**config.mk**
```make
export PLATFORM = sky130hd
export DESIGN_NAME = srs_readout
export DESIGN_NICKNAME = d
export VERILOG_FILES = /design/src/hdl/srs_readout.v
export VERILOG_INCLUDE_DIRS = /design/src /design/src/pkg
export SDC_FILE = /design/constraint.sdc
export NUM_CORES = 1
export LEC_CHECK = 0
export BUFFER_PORTS_ARGS = -buffer_cell sky130_fd_sc_hd__clkbuf_2
export CORE_ASPECT_RATIO = 0.7
export CORE_MARGIN = 1
export CORE_UTILIZATION = 60
export CTS_BUF_LIST = sky130_fd_sc_hd__clkbuf_2
export DETAILED_ROUTE_END_ITERATION = 7
export PLACE_DENSITY = 0.88
export SYNTH_ARGS = -nofsm -noshare
export SYNTH_HDL_FRONTEND = slang
export SYNTH_SLANG_ARGS = --single-unit
```
**constraint.sdc**
```tcl
create_clock -name i_clk -period 4.45 [get_ports i_clk]
set_input_delay 0.89 -clock i_clk [delete_from_list [all_inputs] [get_ports i_clk]]
set_output_delay 0.89 -clock i_clk [all_outputs]
set_load 0.02 [all_outputs]
```
**src/pkg/srs_defs.vh**
```
// srs_defs.vh: constants for the scratch readout store
// assumes inclusion by bare name from hdl files; definitions only
`ifndef SRS_DEFS_VH
`define SRS_DEFS_VH

// ****************************************
// mode register three fields
// ****************************************
`define SRS_FMT_HI 12
`define SRS_FMT_LO 11
`define SRS_ACC_BIT 2
`define SRS_PAGE_HI 1
`define SRS_PAGE_LO 0
`define SRS_FMT_SERIAL 2'h0
`define SRS_FMT_PARALLEL 2'h1
`define SRS_FMT_STAGGER 2'h2
`define SRS_FMT_RSVD 2'h3

// ****************************************
// page 0 defaults
// ****************************************
`define SRS_P0_LOC0 8'h55
`define SRS_P0_LOC1 8'h33
`define SRS_P0_LOC2 8'h0f
`define SRS_P0_LOC3 8'h00

// ****************************************
// refresh-rate codes and vendor page
// ****************************************
`define SRS_REF_SUB1X 2'h0
`define SRS_REF_1X 2'h1
`define SRS_REF_2X 2'h2
`define SRS_VENDOR_FILL 8'h00

// ****************************************
// burst timing
// ****************************************
`define SRS_UI_COUNT 4'h8
`define SRS_LAST_UI 3'h7
`define SRS_STALL_LIMIT 8'hff

`endif

```
**src/hdl/srs_readout.v**
```verilog
// srs_readout.v: scratch readout store of a dram, four pages of four bytes
// assumes command decode upstream; strobes are single-cycle on i_clk,
// the link clock is a pin sampled and edge-detected here
//
// Operation
// - format field 00 serial, 01 parallel, 10 staggered
// - access bit redirects reads and writes here
// - page field selects one of four pages
// - address bits A7..A0 write; serial bit7 first out, bit3 on a half burst
// - page 0 writable with fixed defaults
// - page 1 loc3: crc, parity, parity latency
// - page 2 loc1: reference range, value, gear-down
// - page 2 loc2/3: latency, termination settings
// - refresh-rate field codes, 11 reserved
// - page 3 vendor, mostly don't-care
// - page 0 writes persist until reinit
// - serial burst same on every lane
`timescale 1ns/1ps
`include "srs_defs.vh"

module srs_readout (
  // clock and reset
  input wire i_clk,
  input wire i_reset,
  // link clock pin and reinit
  input wire i_link_clk,
  input wire i_reinit,
  // mode register set
  input wire i_mrs_three,
  input wire [17:0] i_mrs_addr,
  // access commands
  input wire i_rd,
  input wire i_wr,
  input wire [1:0] i_ba,
  input wire [7:0] i_wr_addr,
  input wire i_burst_half,
  // error log capture
  input wire i_err_capture,
  input wire [17:0] i_err_addr,
  input wire [1:0] i_err_bg,
  input wire [1:0] i_err_ba,
  input wire i_err_act_n,
  input wire i_err_par,
  input wire i_crc_err,
  input wire i_par_err,
  input wire i_err_clear,
  // mirrored settings
  input wire [2:0] i_mode_reg_five_lo,
  input wire [2:0] i_mode_reg_five_park,
  input wire [6:0] i_mode_reg_six,
  input wire [2:0] i_mode_reg_one_nom,
  input wire [6:0] i_mode_reg_zero,
  input wire i_gear_down,
  input wire i_hard_row_repair_support,
  input wire i_soft_row_repair_support,
  input wire [1:0] i_refresh_rate,
  input wire [1:0] i_temp_stat,
  // status
  output reg o_access_en,
  output reg [1:0] o_page,
  output reg [1:0] o_format,
  output reg o_fmt_reserved,
  // data lanes
  output reg [7:0] o_dq,
  output reg o_dq_oe_n,
  output reg o_burst_done
);

  // ****************************************
  // helpers
  // ****************************************
  function [7:0] bit_reverse;
    input [7:0] v;
    integer k;
    begin
      for (k = 0; k < 8; k = k + 1) begin
        bit_reverse[k] = v[7 - k];
      end
    end
  endfunction

  // one unit interval of a byte; the top bit goes out first
  function ui_bit;
    input [7:0] v;
    input [2:0] ui;
    begin
      ui_bit = v[3'h7 - ui];
    end
  endfunction

  // pages 1-3 and the reserved code read out serially
  function [1:0] eff_format;
    input [1:0] page;
    input [1:0] fmt;
    begin
      if (page != 2'h0 || fmt == `SRS_FMT_RSVD) begin
        eff_format = `SRS_FMT_SERIAL;
      end else begin
        eff_format = fmt;
      end
    end
  endfunction

  function [7:0] lane_pattern;
    input [1:0] fmt;
    input [7:0] v;
    input [2:0] ui;
    input [7:0] stag;
    begin
      case (fmt)
        `SRS_FMT_PARALLEL: lane_pattern = v;
        `SRS_FMT_STAGGER: lane_pattern = {8{ui_bit(stag, ui)}};
        default: lane_pattern = {8{ui_bit(v, ui)}};
      endcase
    end
  endfunction

  // ****************************************
  // link clock sync and edge find
  // ****************************************
  reg link_s1;
  reg link_s2;
  reg link_prev;
  wire link_rise;
  // two stages only; the first is read by the second alone
  always @(posedge i_clk) begin
    link_s1 <= i_link_clk;
    link_s2 <= link_s1;
    link_prev <= link_s2;
  end
  assign link_rise = link_s2 & ~link_prev;

  // ****************************************
  // mode register three
  // ****************************************
  always @(posedge i_clk) begin
    if (i_reset) begin
      o_access_en <= 1'b0;
      o_page <= 2'h0;
      o_format <= `SRS_FMT_SERIAL;
      o_fmt_reserved <= 1'b0;
    end else if (i_mrs_three) begin
      o_access_en <= i_mrs_addr[`SRS_ACC_BIT];
      o_page <= i_mrs_addr[`SRS_PAGE_HI:`SRS_PAGE_LO];
      o_format <= i_mrs_addr[`SRS_FMT_HI:`SRS_FMT_LO];
      // reserved code is flagged and read out as serial
      o_fmt_reserved <= (i_mrs_addr[`SRS_FMT_HI:`SRS_FMT_LO] == `SRS_FMT_RSVD);
    end
  end

  // ****************************************
  // page 0 patterns
  // ****************************************
  reg [7:0] page0 [0:3];
  always @(posedge i_clk) begin
    if (i_reset || i_reinit) begin
      page0[0] <= `SRS_P0_LOC0;
      page0[1] <= `SRS_P0_LOC1;
      page0[2] <= `SRS_P0_LOC2;
      page0[3] <= `SRS_P0_LOC3;
    end else if (o_access_en && i_wr && o_page == 2'h0) begin
      page0[i_ba] <= i_wr_addr;
    end
  end

  // ****************************************
  // page 1 error log
  // ****************************************
  reg [7:0] log0;
  reg [7:0] log1;
  reg [7:0] log2;
  reg crc_flag;
  reg par_flag;
  always @(posedge i_clk) begin
    if (i_reset) begin
      log0 <= 8'h00;
      log1 <= 8'h00;
      log2 <= 8'h00;
    end else if (i_err_capture) begin
      log0 <= i_err_addr[7:0];
      log1 <= i_err_addr[15:8];
      log2 <= {i_err_par, i_err_act_n, i_err_bg, i_err_ba, i_err_addr[17], i_err_addr[16]};
    end
  end
  // set wins over clear
  always @(posedge i_clk) begin
    if (i_reset) begin
      crc_flag <= 1'b0;
      par_flag <= 1'b0;
    end else begin
      crc_flag <= i_crc_err | (crc_flag & ~i_err_clear);
      par_flag <= i_par_err | (par_flag & ~i_err_clear);
    end
  end

  // ****************************************
  // location select
  // ****************************************
  reg [7:0] sel;
  always @* begin
    sel = 8'h00;
    case (o_page)
      2'h0: sel = page0[i_ba];
      2'h1: begin
        case (i_ba)
          2'h0: sel = log0;
          2'h1: sel = log1;
          2'h2: sel = log2;
          default: sel = {crc_flag, par_flag, i_mode_reg_five_lo, 3'h0};
        endcase
      end
      2'h2: begin
        case (i_ba)
          2'h0: sel = {i_hard_row_repair_support, i_soft_row_repair_support, 6'h00};
          2'h1: sel = {i_mode_reg_six[6], i_mode_reg_six[5:0], i_gear_down};
          2'h2: sel = {i_mode_reg_zero[6:4], i_mode_reg_zero[2], i_mode_reg_zero[3], 3'h0};
          default: sel = {i_mode_reg_one_nom, i_mode_reg_five_park, i_temp_stat};
        endcase
      end
      default: begin
        // vendor page: only the refresh-rate field, bits 4:3 of loc3, defined
        if (i_ba == 2'h3) begin
          sel = {3'h0, i_refresh_rate, 3'h0};
        end else begin
          sel = `SRS_VENDOR_FILL;
        end
      end
    endcase
  end

  // ****************************************
  // burst engine, one ui per link rising edge
  // ****************************************
  localparam ST_IDLE = 1'b0;
  localparam ST_BURST = 1'b1;
  reg state;
  reg [7:0] shadow;
  reg [2:0] ui;
  reg [2:0] last_ui;

  // ****************************************
  // stall guard
  // ****************************************
  // a link clock cut mid-burst, or access switched off, would leave the lanes
  // driven for good; the limit trades late release against slow link clocks
  reg [7:0] stall;
  wire burst_abort;
  always @(posedge i_clk) begin
    if (i_reset || state == ST_IDLE || link_rise) begin
      stall <= 8'h00;
    end else if (stall != `SRS_STALL_LIMIT) begin
      stall <= stall + 8'h01;
    end
  end
  assign burst_abort = (stall == `SRS_STALL_LIMIT) || !o_access_en;
  always @(posedge i_clk) begin
    if (i_reset) begin
      state <= ST_IDLE;
      shadow <= 8'h00;
      ui <= 3'h0;
      last_ui <= 3'h0;
      o_dq <= 8'h00;
      o_dq_oe_n <= 1'b1;
      o_burst_done <= 1'b0;
    end else begin
      o_burst_done <= 1'b0;
      case (state)
        ST_IDLE: begin
          o_dq_oe_n <= 1'b1;
          if (o_access_en && i_rd) begin
            // parallel always reads location 0 data
            shadow <= (eff_format(o_page, o_format) == `SRS_FMT_PARALLEL) ? page0[0] : sel;
            ui <= i_burst_half ? 3'h4 : 3'h0;
            last_ui <= i_burst_half ? `SRS_LAST_UI : (`SRS_LAST_UI);
            state <= ST_BURST;
          end
        end
        ST_BURST: begin
          if (burst_abort) begin
            // cut frame: lanes released, no done pulse
            state <= ST_IDLE;
            o_dq_oe_n <= 1'b1;
          end else if (link_rise) begin
            o_dq_oe_n <= 1'b0;
            // only page 0 honours non-serial formats
            o_dq <= lane_pattern(eff_format(o_page, o_format),
              shadow, ui, bit_reverse(shadow));
            ui <= ui + 3'h1;
            if (ui == last_ui) begin
              state <= ST_IDLE;
              o_burst_done <= 1'b1;
            end
          end
        end
        default: state <= ST_IDLE;
      endcase
    end
  end

endmodule // srs_readout

```
==> flow_summary.yaml <==
outcome:
  status: "finished, final reports clean"
sta:
  slew_headroom: 0.406
  worstMarginPinSlew_ns: 0.891
  rsz0062_at_grt: "false"
  final-setup-viol-count: 0
  final.setup.worst_slack_ns: 1.94
  drv_slew: 0
  finalCriticalPeriod_ns: 2.51
  holdWs_ns: 0.355
  max_freq_mhz: 399
  period_share: 0.563
  hold_viol_final: 0
  finalClockSkew_ns: 0.0172
  tns_ns: 0
worst_setup_path:
  path_max_fanout: 19
  critPathKind: "flop to flop"
  cp.required_ns: 4.91
  crit-reg2reg-launch: "o_page[0]"
  worst_ep_arrival_time_ns: 2.96
  critical_path.startpoint: "o_page[0]"
  startpoint_type: "flop"
  critPathCaptureType: "flop"
placement:
  globalplace.congestion: 0.825
  portBuffers: 94
  place_ws_ns: 1.37
  dpl.hpwl_um: 7800
  post-place-cells: 594
synth:
  synth_cell_types: 53
  syn_inst: 429
  synth_ff_type: "dfxtp_1"
  yosys.area.top_type: "dfxtp_1"
  synth_area_leaders: "dfxtp_1 28%, edfxtp_1 21%, mux2i_1 8.4%"
  post-synth-top-count-cell: "dfxtp_1"
  synth_edf_count: 32
  syn_area_mm2: 0.00466
  yosysSeqAreaShare: 0.489
  postSynthAreaPerCell_um2: 10.9
  ys_ff_latch: 98
  yosysWarnings: 0
  yosysTopAreaCellShare: 0.283
  async_reset_ff_frac: 0
  syn_nets: 527
  yosys-top-cells-count: "66 x dfxtp_1, 58 x nor2_1, 39 x mux2i_1, 32 x edfxtp_1"
finish:
  nFillCells: 556
  antenna_cells: 0
  finalNetCount: 605
  syn_to_final_growth_pct: 12.8
  fin_cells: 610
  drive_gt1_frac: 0.285
routing:
  avgViaCountPerCell: 6.11
  drtPass1Iterations: 5
  vias: 3730
  drt_iter0_markers: 347
  drcViolationCount: 0
  ant_nets: 0
  wl_per_cell_um: 17.2
  drt_wl_total_um: 10500
clock_network:
  cts_tree: "yes"
  clock_sink_count: 98
  worstSkewPairLatency_ns: 0.56
  numCtsBuffers: 9
  cts-htree-levels: 3
  clock_path_buffers: 2
  root_buffer: "clkbuf_2"
  clk_pin_slew_worst_paths_ns: 0.26
  ctsHoldBuffers: 0
  postCtsSetupBuffers: 0
  cts_resized: 0
min_path:
  worstHoldPathType: "flop to flop"
  min_from: "link_s1"
global_route:
  grt_overflow: 0
  grt_usage: 0.278
  grt_pass1_wl_um: 17000
  grt_max_degree: 43
  grt_pass1_vias: 3363
  antenna_found_initial: 0
power_and_ir_drop:
  power-per-cell-area_mw_per_mm2: 304
  power_leakage_nw: 2.18
  peakVddDrop_mv: 0.169
  power_mw: 1.60
die:
  dieWidth_um: 107
  pin_count: 110
  initial_core_util: 0.629
  die_area_mm2: 0.00813
  core_mm2: 0.00742
  rows: 26
  die_h_um: 75.8
job:
  drv_cap: 0
-- cell families after synthesis --
group                    after synthesis  synth area share
AO/OA/AOI/OAI                         69             0.106
XOR/XNOR                               2           0.00376
adder cells (fa/ha/maj)                4            0.0107
buffers and inverters                 38            0.0341
flip-flops                            98             0.489
multiplexers                          62             0.189
AND/OR/NAND/NOR                      156             0.167
-- cells in the final DEF (no fill, tap or decap), types with 2 or more instances in the layout --
| cell | n |
|---|---|
| edfxtp_1 | 32 |
| nand2_1 | 21 |
| nor3b_1 | 2 |
| clkbuf_2 | 103 |
| mux2_2 | 3 |
| o2bb2ai_1 | 3 |
| a2111oi_0 | 2 |
| buf_4 | 2 |
| nand3b_1 | 4 |
| mux2i_1 | 39 |
| a221o_1 | 2 |
| a211oi_1 | 11 |
| a31oi_1 | 2 |
| and4_1 | 3 |
| o21ai_0 | 14 |
| or2_2 | 13 |
| nand2b_1 | 9 |
| a22o_1 | 2 |
| mux4_1 | 4 |
| o2111ai_1 | 2 |
| clkinv_4 | 3 |
| nor3_1 | 5 |
| a21oi_1 | 12 |
| and2_1 | 5 |
| clkinv_2 | 2 |
| nand4_1 | 3 |
| nor2_1 | 58 |
| inv_1 | 9 |
| mux4_2 | 15 |
| ha_1 | 4 |
| o22ai_1 | 4 |
| nor2b_1 | 6 |
| nand3_1 | 13 |
| dfxtp_1 | 66 |
| nor4_1 | 2 |
| and3_1 | 7 |
| a221oi_1 | 8 |
-- stage by stage --
stage,cell area (um2),utilization
6_report,5260,0.709
5_1_grt,5260,0.709
4_1_cts,5260,0.709
3_5_place_dp,5150,0.694
3_3_place_gp,5150,0.694
2_1_floorplan,4660,-
-- worst paths after layout --
path | cells after the start | to | slack [ns]
setup / recovery | 7 | shadow[4] | 1.94
hold / removal | 0 | link_s2 | 0.35
setup reg to reg | 7 | shadow[4] | 1.94
hold reg to reg | 0 | link_s2 | 0.35
-- final cells by class --
| cell class | count | area [um2] | area share |
|---|---|---|---|
| clock buffer | 9 | 45.0 | 0.00856 |
| tap | 98 | 123 | 0.0233 |
| sequential | 98 | 2280 | 0.434 |
| clock inverter | 7 | 70.1 | 0.0133 |
| multi-input combinational | 293 | 2220 | 0.422 |
| timing repair buffer | 96 | 485 | 0.0923 |
| inverter | 9 | 33.8 | 0.00642 |
-- where the power goes --
part	switching [mW]	leakage, nW	internal [mW]	total, mW
logic	0.0987	1.26	0.0918	0.190
registers	0.0247	0.852	0.956	0.980
clock network	0.299	0.0733	0.130	0.428
-- worst max-delay path, stage by stage, from the launching register on --
cell and delay (ns):
dfxtp_1 0.67, nor2_2 0.21, nand3b_1 0.16, ha_1 0.58, inv_1 0.23, or3_1 0.40
o21ai_0 0.08, a2111oi_0 0.07
-- sequential cells by signal, summed over array words and instances (netlist names), 2 cells and up --
signal    cells
ui            3
stall         8
log1          8
log2          8
o_dq          8
page0        32
shadow        8
o_format      2
log0          8
o_page        2
-- routing by layer --
metal,vias to the layer above,share of wire,global-route usage
met5,-,0,0
met4,0,0.012,0.0913
li1,1748,-,-
met2,167,0.46,0.448
met1,1801,0.45,0.385
met3,14,0.084,0.0565
Note: power is estimated with default switching activity, not from simulation.
